$ cat src/logic/tbtc_map.svh
// constants of the ten bit timer compare core: selects, layouts, resets
// assumes inclusion by bare name from logic/ and verif/ files, with logic/ on the include path
`ifndef TBTC_MAP_SVH
`define TBTC_MAP_SVH

// ==========================================================================
// widths and resets
`define TBTC_CNT_W 10
`define TBTC_TOP_RST 10'h0ff
`define TBTC_CNT_MAX 10'h3ff
`define TBTC_PRESC_W 14

// ==========================================================================
// processor register selects
`define TBTC_SEL_COUNT 3'h0
`define TBTC_SEL_CMP_A 3'h1
`define TBTC_SEL_CMP_B 3'h2
`define TBTC_SEL_TOP 3'h3
`define TBTC_SEL_CMP_D 3'h4

// ==========================================================================
// compare register slots and flag positions
`define TBTC_IDX_A 0
`define TBTC_IDX_B 1
`define TBTC_IDX_TOP 2
`define TBTC_IDX_D 3
`define TBTC_F_OVF 0
`define TBTC_F_A 1
`define TBTC_F_B 2
`define TBTC_F_D 3
`define TBTC_F_FP 4

// ==========================================================================
// compare output mode codes
`define TBTC_COM_NONE 2'h0
`define TBTC_COM_TOGGLE 2'h1
`define TBTC_COM_CLEAR 2'h2
`define TBTC_COM_SET 2'h3

`endif

$ cat src/logic/tbtc_pkg.sv
// types of the ten bit timer compare core
// assumes nothing beyond a systemverilog compiler
package tbtc_pkg;

  // ========================================================================
  // counting sequence
  typedef enum logic [1:0] {
    TBTC_NORMAL = 2'b00,
    TBTC_FAST_PWM = 2'b01,
    TBTC_PFC_PWM = 2'b10
  } tbtc_mode_t;

  typedef logic [9:0] tbtc_val_t;

endpackage : tbtc_pkg

$ cat src/logic/tbtc_core.sv
// ten bit up/down timer with four compare registers and shared two bit upper buffer
// assumes processor strobes are one-cycle pulses on core_clk_i; pins are async
`include "tbtc_map.svh"

module tbtc_core import tbtc_pkg::*; #(
  parameter int PRESC_W = `TBTC_PRESC_W
) (
  // clock and reset
  input wire logic core_clk_i,
  input wire logic rst_i,
  // processor register access
  input wire logic [2:0] reg_sel_i,
  input wire logic lo_wr_i,
  input wire logic lo_rd_i,
  input wire logic hi_wr_i,
  input wire logic [7:0] wr_data_i,
  output logic [7:0] rd_data_o,
  output logic [1:0] shared_upper_bits_buffer_o,
  // control
  input wire logic [3:0] clock_select_field_i,
  input wire logic fast_clock_enable_i,
  input wire logic low_speed_select_i,
  input wire logic waveform_mode_bit_i,
  input wire logic [2:0] channel_pwm_enable_i,
  input wire logic [5:0] compare_output_mode_i,
  input wire logic [2:0] force_match_strobe_i,
  // pins
  input wire logic fast_periph_clock_i,
  input wire logic fault_i,
  // flags and masks
  input wire logic [3:0] irq_mask_reg_i,
  input wire logic fault_protect_irq_mask_i,
  input wire logic [4:0] flag_clear_i,
  input wire logic [4:0] irq_service_i,
  output logic [4:0] irq_flag_reg_o,
  output logic [4:0] irq_req_o,
  // waveform and events
  output logic wave_out_a_o,
  output logic wave_out_b_o,
  output logic wave_out_d_o,
  output logic bottom_o,
  output logic top_o
);

  // ==========================================================================
  // pin synchronisers
  logic fp_s1_q, fp_s2_q, fp_s3_q, half_q;
  logic fl_s1_q, fl_s2_q;
  logic fast_edge, base_tick, tick;

  always_ff @(posedge core_clk_i or posedge rst_i) begin
    if (rst_i) begin
      fp_s1_q <= 1'b0;
      fp_s2_q <= 1'b0;
      fp_s3_q <= 1'b0;
      fl_s1_q <= 1'b0;
      fl_s2_q <= 1'b0;
    end else begin
      fp_s1_q <= fast_periph_clock_i;
      fp_s2_q <= fp_s1_q;
      fp_s3_q <= fp_s2_q;
      fl_s1_q <= fault_i;
      fl_s2_q <= fl_s1_q;
    end
  end

  // fast clock seen as a sampled level: only usable while it is slow enough
  assign fast_edge = fp_s2_q && !fp_s3_q;

  always_ff @(posedge core_clk_i or posedge rst_i) begin
    if (rst_i) begin
      half_q <= 1'b0;
    end else if (fast_edge) begin
      half_q <= ~half_q;
    end
  end

  // low speed passes every second fast edge
  assign base_tick = fast_clock_enable_i ?
                     (fast_edge && (!low_speed_select_i || half_q)) :
                     1'b1;

  tbtc_prescaler #(
    .PRESC_W(PRESC_W)
  ) u_presc (
    .core_clk_i(core_clk_i),
    .rst_i(rst_i),
    .base_tick_i(base_tick),
    .clock_select_field_i(clock_select_field_i),
    .tick_o(tick)
  );

  // ==========================================================================
  // mode decode
  tbtc_mode_t mode;
  always_comb begin
    if (channel_pwm_enable_i == 3'h0) begin
      mode = TBTC_NORMAL;
    end else if (waveform_mode_bit_i) begin
      mode = TBTC_PFC_PWM;
    end else begin
      mode = TBTC_FAST_PWM;
    end
  end

  function automatic logic [1:0] slot_of(input logic [2:0] sel);
    slot_of = 2'(sel - 3'h1);
  endfunction : slot_of

  // ==========================================================================
  // compare registers: buf is what software sees, act is what compares
  tbtc_val_t cmp_buf_q [4];
  tbtc_val_t cmp_act_q [4];
  tbtc_val_t cnt_q, cnt_d;
  logic [1:0] hi_q;
  logic dir_q, dir_d, block_q, ovf_ev, buf_upd;
  logic cnt_wr, cmp_wr;
  logic [3:0] match;

  assign cnt_wr = lo_wr_i && (reg_sel_i == `TBTC_SEL_COUNT);
  assign cmp_wr = lo_wr_i && (reg_sel_i >= `TBTC_SEL_CMP_A) && (reg_sel_i <= `TBTC_SEL_CMP_D);

  always_ff @(posedge core_clk_i or posedge rst_i) begin
    if (rst_i) begin
      for (int i = 0; i < 4; i++) begin
        cmp_buf_q[i] <= (i == `TBTC_IDX_TOP) ? `TBTC_TOP_RST : '0;
      end
    end else if (cmp_wr) begin
      cmp_buf_q[slot_of(reg_sel_i)] <= {hi_q, wr_data_i};
    end
  end

  always_ff @(posedge core_clk_i or posedge rst_i) begin
    if (rst_i) begin
      for (int i = 0; i < 4; i++) begin
        cmp_act_q[i] <= (i == `TBTC_IDX_TOP) ? `TBTC_TOP_RST : '0;
      end
    end else if (mode == TBTC_NORMAL) begin
      if (cmp_wr) begin
        cmp_act_q[slot_of(reg_sel_i)] <= {hi_q, wr_data_i};
      end
    end else if (buf_upd) begin
      for (int i = 0; i < 4; i++) begin
        cmp_act_q[i] <= cmp_buf_q[i];
      end
    end
  end

  // ==========================================================================
  // counter
  always_comb begin
    cnt_d = cnt_q;
    dir_d = dir_q;
    ovf_ev = 1'b0;
    buf_upd = 1'b0;
    if (cnt_wr) begin
      cnt_d = {hi_q, wr_data_i};
    end else if (tick) begin
      unique case (mode)
        TBTC_NORMAL, TBTC_FAST_PWM: begin
          dir_d = 1'b0;
          if (cnt_q == cmp_act_q[`TBTC_IDX_TOP] || cnt_q == `TBTC_CNT_MAX) begin
            cnt_d = '0;
            ovf_ev = 1'b1;
            buf_upd = 1'b1;
          end else begin
            cnt_d = cnt_q + 1'b1;
          end
        end
        TBTC_PFC_PWM: begin
          if (!dir_q) begin
            if (cnt_q >= cmp_act_q[`TBTC_IDX_TOP] || cnt_q == `TBTC_CNT_MAX) begin
              dir_d = 1'b1;
              cnt_d = cnt_q - 1'b1;
            end else begin
              cnt_d = cnt_q + 1'b1;
            end
          end else if (cnt_q == '0) begin
            dir_d = 1'b0;
            cnt_d = cnt_q + 1'b1;
          end else begin
            cnt_d = cnt_q - 1'b1;
            ovf_ev = (cnt_d == '0);
            buf_upd = (cnt_d == '0);
          end
        end
      endcase
    end
  end

  always_ff @(posedge core_clk_i or posedge rst_i) begin
    if (rst_i) begin
      cnt_q <= '0;
      dir_q <= 1'b0;
      bottom_o <= 1'b1;
      top_o <= 1'b0;
    end else begin
      cnt_q <= cnt_d;
      dir_q <= dir_d;
      bottom_o <= (cnt_d == '0);
      top_o <= (cnt_d == cmp_act_q[`TBTC_IDX_TOP]);
    end
  end

  // ==========================================================================
  // match blocking after a counter write
  always_ff @(posedge core_clk_i or posedge rst_i) begin
    if (rst_i) begin
      block_q <= 1'b0;
    end else if (cnt_wr) begin
      block_q <= 1'b1;
    end else if (tick) begin
      block_q <= 1'b0;
    end
  end

  always_comb begin
    for (int i = 0; i < 4; i++) begin
      match[i] = (cnt_q == cmp_act_q[i]) && !block_q;
    end
  end

  // ==========================================================================
  // flags: set wins over clear
  logic [4:0] flag_q, set_ev, clr_ev;
  assign set_ev[`TBTC_F_OVF] = ovf_ev;
  assign set_ev[`TBTC_F_A] = tick && !cnt_wr && match[`TBTC_IDX_A];
  assign set_ev[`TBTC_F_B] = tick && !cnt_wr && match[`TBTC_IDX_B];
  assign set_ev[`TBTC_F_D] = tick && !cnt_wr && match[`TBTC_IDX_D];
  assign set_ev[`TBTC_F_FP] = fl_s2_q;
  assign clr_ev = flag_clear_i | irq_service_i;

  always_ff @(posedge core_clk_i or posedge rst_i) begin
    if (rst_i) begin
      flag_q <= '0;
    end else begin
      flag_q <= set_ev | (flag_q & ~clr_ev);
    end
  end

  always_ff @(posedge core_clk_i or posedge rst_i) begin
    if (rst_i) begin
      irq_req_o <= '0;
    end else begin
      irq_req_o <= flag_q & {fault_protect_irq_mask_i, irq_mask_reg_i};
    end
  end

  // ==========================================================================
  // waveform generator
  function automatic logic wave_next(input logic cur, input logic [1:0] com,
                                     input logic pwm, input logic hit, input logic up,
                                     input logic restart, input logic force_ev);
    logic lvl;
    lvl = (com == `TBTC_COM_SET);
    wave_next = cur;
    if (com == `TBTC_COM_NONE) begin
      wave_next = cur;
    end else if (!pwm) begin
      if (hit || force_ev) begin
        unique case (com)
          `TBTC_COM_TOGGLE: wave_next = ~cur;
          `TBTC_COM_CLEAR: wave_next = 1'b0;
          default: wave_next = 1'b1;
        endcase
      end
    end else if (hit) begin
      wave_next = up ? lvl : ~lvl;
    end else if (restart) begin
      wave_next = ~lvl;
    end
  endfunction : wave_next

  logic [2:0] wave_q;
  logic [1:0] ch_idx [3];
  assign ch_idx[0] = 2'(`TBTC_IDX_A);
  assign ch_idx[1] = 2'(`TBTC_IDX_B);
  assign ch_idx[2] = 2'(`TBTC_IDX_D);

  always_ff @(posedge core_clk_i or posedge rst_i) begin
    if (rst_i) begin
      wave_q <= '0;
    end else begin
      for (int c = 0; c < 3; c++) begin
        wave_q[c] <= wave_next(wave_q[c], compare_output_mode_i[2*c +: 2],
                               (mode != TBTC_NORMAL) && channel_pwm_enable_i[c],
                               tick && !cnt_wr && match[ch_idx[c]],
                               !(mode == TBTC_PFC_PWM && dir_q),
                               mode == TBTC_FAST_PWM && buf_upd,
                               force_match_strobe_i[c] && mode == TBTC_NORMAL);
      end
    end
  end

  assign wave_out_a_o = wave_q[0];
  assign wave_out_b_o = wave_q[1];
  assign wave_out_d_o = wave_q[2];

  // ==========================================================================
  // readback: count, buffer and flags lag two stages in fast clock mode
  tbtc_val_t cnt_p1_q, cnt_p2_q, rd_val;
  logic [4:0] flag_p1_q, flag_p2_q;
  logic [1:0] hi_p1_q, hi_p2_q;

  always_ff @(posedge core_clk_i or posedge rst_i) begin
    if (rst_i) begin
      cnt_p1_q <= '0;
      cnt_p2_q <= '0;
      flag_p1_q <= '0;
      flag_p2_q <= '0;
      hi_p1_q <= '0;
      hi_p2_q <= '0;
    end else begin
      cnt_p1_q <= cnt_q;
      cnt_p2_q <= cnt_p1_q;
      flag_p1_q <= flag_q;
      flag_p2_q <= flag_p1_q;
      hi_p1_q <= hi_q;
      hi_p2_q <= hi_p1_q;
    end
  end

  always_comb begin
    if (reg_sel_i == `TBTC_SEL_COUNT) begin
      rd_val = fast_clock_enable_i ? cnt_p2_q : cnt_q;
    end else if (reg_sel_i <= `TBTC_SEL_CMP_D) begin
      rd_val = cmp_buf_q[slot_of(reg_sel_i)];
    end else begin
      rd_val = '0;
    end
  end

  always_ff @(posedge core_clk_i or posedge rst_i) begin
    if (rst_i) begin
      hi_q <= '0;
    end else if (hi_wr_i) begin
      hi_q <= wr_data_i[1:0];
    end else if (lo_rd_i) begin
      hi_q <= rd_val[9:8];
    end
  end

  always_ff @(posedge core_clk_i or posedge rst_i) begin
    if (rst_i) begin
      rd_data_o <= '0;
      shared_upper_bits_buffer_o <= '0;
      irq_flag_reg_o <= '0;
    end else begin
      if (lo_rd_i) begin
        rd_data_o <= rd_val[7:0];
      end
      shared_upper_bits_buffer_o <= fast_clock_enable_i ? hi_p2_q : hi_q;
      irq_flag_reg_o <= fast_clock_enable_i ? flag_p2_q : flag_q;
    end
  end
endmodule : tbtc_core

$ cat src/logic/tbtc_prescaler.sv
// prescaler: divides the selected base tick by a power of two
// assumes base_tick_i is a one-cycle enable on core_clk_i
`include "tbtc_map.svh"

module tbtc_prescaler import tbtc_pkg::*; #(
  parameter int PRESC_W = `TBTC_PRESC_W
) (
  // clock and reset
  input wire logic core_clk_i,
  input wire logic rst_i,
  // control
  input wire logic base_tick_i,
  input wire logic [3:0] clock_select_field_i,
  // timer tick
  output logic tick_o
);

  // ========================================================================
  // divider
  logic [PRESC_W-1:0] div_q;
  logic [PRESC_W-1:0] mask;

  always_comb begin
    mask = '0;
    for (int i = 0; i < PRESC_W; i++) begin
      if (i < int'(clock_select_field_i) - 1) begin
        mask[i] = 1'b1;
      end
    end
  end

  always_ff @(posedge core_clk_i or posedge rst_i) begin
    if (rst_i) begin
      div_q <= '0;
    end else if (clock_select_field_i == 4'h0) begin
      div_q <= '0;
    end else if (base_tick_i) begin
      div_q <= div_q + 1'b1;
    end
  end

  always_ff @(posedge core_clk_i or posedge rst_i) begin
    if (rst_i) begin
      tick_o <= 1'b0;
    end else begin
      tick_o <= (clock_select_field_i != 4'h0) && base_tick_i
                && ((div_q & mask) == mask);
    end
  end
endmodule : tbtc_prescaler

$ cat config.mk
export PLATFORM = sky130hd
export DESIGN_NAME = tbtc_core
export DESIGN_NICKNAME = d
export VERILOG_FILES = /design/src/logic/tbtc_pkg.sv /design/src/logic/tbtc_core.sv /design/src/logic/tbtc_prescaler.sv
export VERILOG_INCLUDE_DIRS = /design/src /design/src/logic
export SDC_FILE = /design/constraint.sdc
export NUM_CORES = 1
export LEC_CHECK = 0
export BUFFER_PORTS_ARGS = -buffer_cell sky130_fd_sc_hd__buf_2
export CAP_MARGIN = 20
export CELL_PAD_IN_SITES_DETAIL_PLACEMENT = 2
export CELL_PAD_IN_SITES_GLOBAL_PLACEMENT = 2
export CORE_MARGIN = 2
export CORE_UTILIZATION = 42
export CTS_BUF_LIST = sky130_fd_sc_hd__clkbuf_16
export CTS_CLUSTER_DIAMETER = 150
export CTS_CLUSTER_SIZE = 16
export DETAILED_ROUTE_END_ITERATION = 10
export PLACE_DENSITY = 0.87
export SLEW_MARGIN = 5
export SYNTH_ARGS = -nofsm -noshare
export SYNTH_HDL_FRONTEND = slang
export SYNTH_HIERARCHICAL = 1
export SYNTH_SLANG_ARGS = --single-unit
$ cat constraint.sdc
create_clock -name core_clk_i -period 15.88 [get_ports core_clk_i]
set_input_delay 2.382 -clock core_clk_i [delete_from_list [all_inputs] [get_ports core_clk_i]]
set_output_delay 2.382 -clock core_clk_i [all_outputs]
set_load 0.02 [all_outputs]
==> run summary <==
# rows - 55
pin count of the biggest net entering global routing - 103
Root Driver - clkbuf_16
CTS buffer count - 17
setup slack after placement - 9.747 ns
Final min period - 5.721 ns
vias in the first global route - 9194
global-route wire length before repair - 57.78 mm
CTS tree - done
initial core utilization - 0.4258
Crit path top cell by count - or4_1
final setup TNS - 0 ns
most area-consuming cells after synthesis - dfrtp_1, mux2_2, dfstp_2
Final Hold Violating Endpoints - 0
Async S/R FF share, synth - 1.000
Worst Hold Class - reg -> reg
Clk Latency, worst-skew pair - 0.45 ns
Worst VDD drop - 0.05446 mV
gr usage total - 0.3224
area grow syn2layout - 12.04%
r2r setup slk - 11.35 ns
Clock transition at path regs - 0.09 ns
CTS H-Tree Depth - 4
Reg power frac - 0.448
routed length per instance - 29.04 um
max_cap viols - 0
DRT Pass-1 Iters - 5
Req. time, crit path - 16.25 ns
CP Capture Type - flop
final setup fails - 0
critical path fanouts, max - 35
share of the synthesized area in the top cell type - 0.4218
combinational share of power - 0.253
dominant cell type by area after synthesis - dfrtp_1
sw frac - 0.3794
critical path's slowest cell - and3b_1
Syn Nets - 1036
placer congestion estimate - 0.8982
Unique masters post-synth - 74
post-CTS sizing - 0
Remaining DRCs - 0
worst slew pin tran - 1.032 ns
RSZ-0062 raised after global routing - false
WP data arrival - 6.09 ns
height of the die - 155.3 um
Final nets - 1076
setup ws final - 10.16 ns
Slew Limit Fails - 0
critical-path cell list - buf_2, inv_1, ha_1, buf_4, and3b_1, o21ai_0, mux2i_1, a221o_1, o21a_1, nor2_1, or4_1, or4_1, nor4_2
core area - 22570 um^2
DP HPWL - 24.72 mm
number of buffer and inverter stages on the critical path - 3
Hold Startpoint - flag_p1_q[3]
Post-Synthesis Cells - 964
Die ar. - 24110 um^2
predominant post-synthesis flop cell - dfrtp_1
WP depth - 13
Final Skew - 0.01768 ns
Net Sw Power - 0.0005507 W
worst r2r src - cnt_q[2]
number of enable flip-flop cells after synthesis - 0
kind of critical path - in -> reg
Leak - 4.822 nW
internal power - 0.0009010 W
max incr delay on CP - 0.72 ns
CP endpoint - bottom_o
share of layout cells above drive strength 1 - 0.2075
commonest non-fill, non-tap cell in the layout - dfrtp_1
fin crit share - 0.3603
Detailed Route WL - 37.80 mm
Mapped Avg Cell Area - 9.971 um^2
Iteration-0 DRC Markers - 862
warnings from Yosys - 6
die width - 155.3 um
CTS Sinks - 179
post-synthesis sequential area ratio - 0.4682
Antenna Violating Nets Remaining - 0
RR Endpoint - bottom_o
cts hold-fix bufs - 0
Post-Syn Area - 9612 um^2
initial antenna violation count - 1
via count - 8352
clk buf depth - 2
status - finished clean
worst hold margin - 0.3577 ns
reg2reg path depth - 11
Setup Buffers After CTS - 0
slew margin rel. - 0.3117
global route total overflow - 0
most frequent cells in the layout - dfrtp_1, nor2_1, buf_2
Ports - 77
pwr/cell area - 134.8 nW/um^2
fmax - 0.1748 GHz
CP startpoint - reg_sel_i[0]
clock power share - 0.299
FF+latch count, synth - 179
CP Launch Type - primary input
DR vias/cell - 6.415
CP top delay family - simple AND/OR/NAND/NOR gates
Ant. Diodes - 0
count of input and output buffers - 76
==> stage by stage <==
step	util	area [um^2]	power (W)	instances
after detailed placement	0.4506	10170	0.0009991	1269
after floorplan	-	9612	0.0008495	964
after CTS	0.4768	10760	0.001447	1301
after global placement	0.4506	10170	0.0009629	1269
after global routing	0.4771	10770	0.001511	1302
final	0.4771	10770	0.001452	1302
==> kinds of logic (layout without fill, tap and decap cells) <==
logic type | count (synthesis) | count (layout) | synth area share
compound gates | 231 | 231 | 0.1481
xor+xnor | 53 | 53 | 0.04830
fa+ha+maj | 20 | 20 | 0.02603
buf+inv | 98 | 151 | 0.04100
flops | 179 | 179 | 0.4682
mux | 81 | 81 | 0.1037
simple gates | 302 | 302 | 0.1645
==> state kept, by name, indices dropped and copies added, names as in the netlist, 2 cells and up <==
register                    count
rd_data_o                       8
shared_upper_bits_buffer_o      2
wave_q                          3
flag_p1_q                       5
u_presc/div_q                  14
cmp_act_q                      40
hi_p1_q                         2
flag_q                          5
flag_p2_q                       5
hi_p2_q                         2
cnt_p2_q                       10
cnt_p1_q                       10
irq_flag_reg_o                  5
irq_req_o                       5
cnt_q                          10
cmp_buf_q                      40
hi_q                            2
==> cell usage after synthesis (4+ instances only) <==
master,n
nand3b_1,5
buf_1,6
mux2i_1,22
o31ai_1,5
ha_1,20
a211oi_1,20
nor4_1,9
buf_2,5
clkbuf_1,54
and3_1,42
nand3_1,23
o21a_1,6
o22ai_1,6
o21ai_1,33
or4_1,6
a221oi_1,4
mux2_2,48
nor2_1,76
nor2b_1,7
o211ai_1,4
a21oi_1,72
dfstp_2,17
nand2_1,68
inv_1,29
mux4_2,10
nand4_1,18
xnor2_1,28
and2_1,7
o21ai_0,28
nor3_1,13
dfrtp_1,162
xor2_1,25
a21o_1,8
or3_1,4
a31oi_1,17
==> power groups by stage <==
stage	clock (W)	combinational, W	sequential [W]
after detailed placement	0	0.000350	0.000649
after CTS	0.000440	0.000363	0.000644
after global placement	0	0.000322	0.000641
after floorplan	0	0.000251	0.000598
final	0.000435	0.000367	0.000650
after global routing	0.000457	0.000399	0.000655
==> worst min-delay path by stage <==
stage | slack, ns | end | cells past startpoint
floorplan | 0.33 | cnt_p2_q[0] | 0
CTS | 0.36 | flag_p2_q[3] | 0
detailed placement | 0.34 | flag_p2_q[1] | 0
global route | 0.36 | hi_p2_q[1] | 0
global placement | 0.33 | flag_p2_q[0] | 0
finish | 0.36 | flag_p2_q[3] | 0
==> metal layers <==
metal,wire length [um],global-route usage,up-vias
met3,2570,0.06880,106
li1,-,-,3554
met2,18240,0.5367,373
met5,0,0,-
met4,1584,0.1420,0
met1,15410,0.4062,4319
==> cell type report <==
| class | count | area [um^2] |
|---|---|---|
| inverters | 29 | 113.9 |
| clock buffers | 17 | 425.4 |
| multi-input cells | 687 | 4722 |
| well taps | 285 | 356.6 |
| clock inverters | 15 | 165.2 |
| fillers | 2349 | 11800 |
| flip-flops and latches | 179 | 4501 |
| repair buffers | 90 | 485.5 |
==> worst register-to-register path, stage by stage (launching register included) <==
cell	delay, ns
dfrtp_1	1.02
ha_1	0.39
and4_1	0.22
and3_1	0.19
o21a_1	0.22
o21ai_2	0.61
or2_1	0.42
a211o_1	0.19
a21oi_1	0.09
or4_1	0.52
or4_1	0.43
nor4_2	0.16
(Power assumes the default switching activity.)
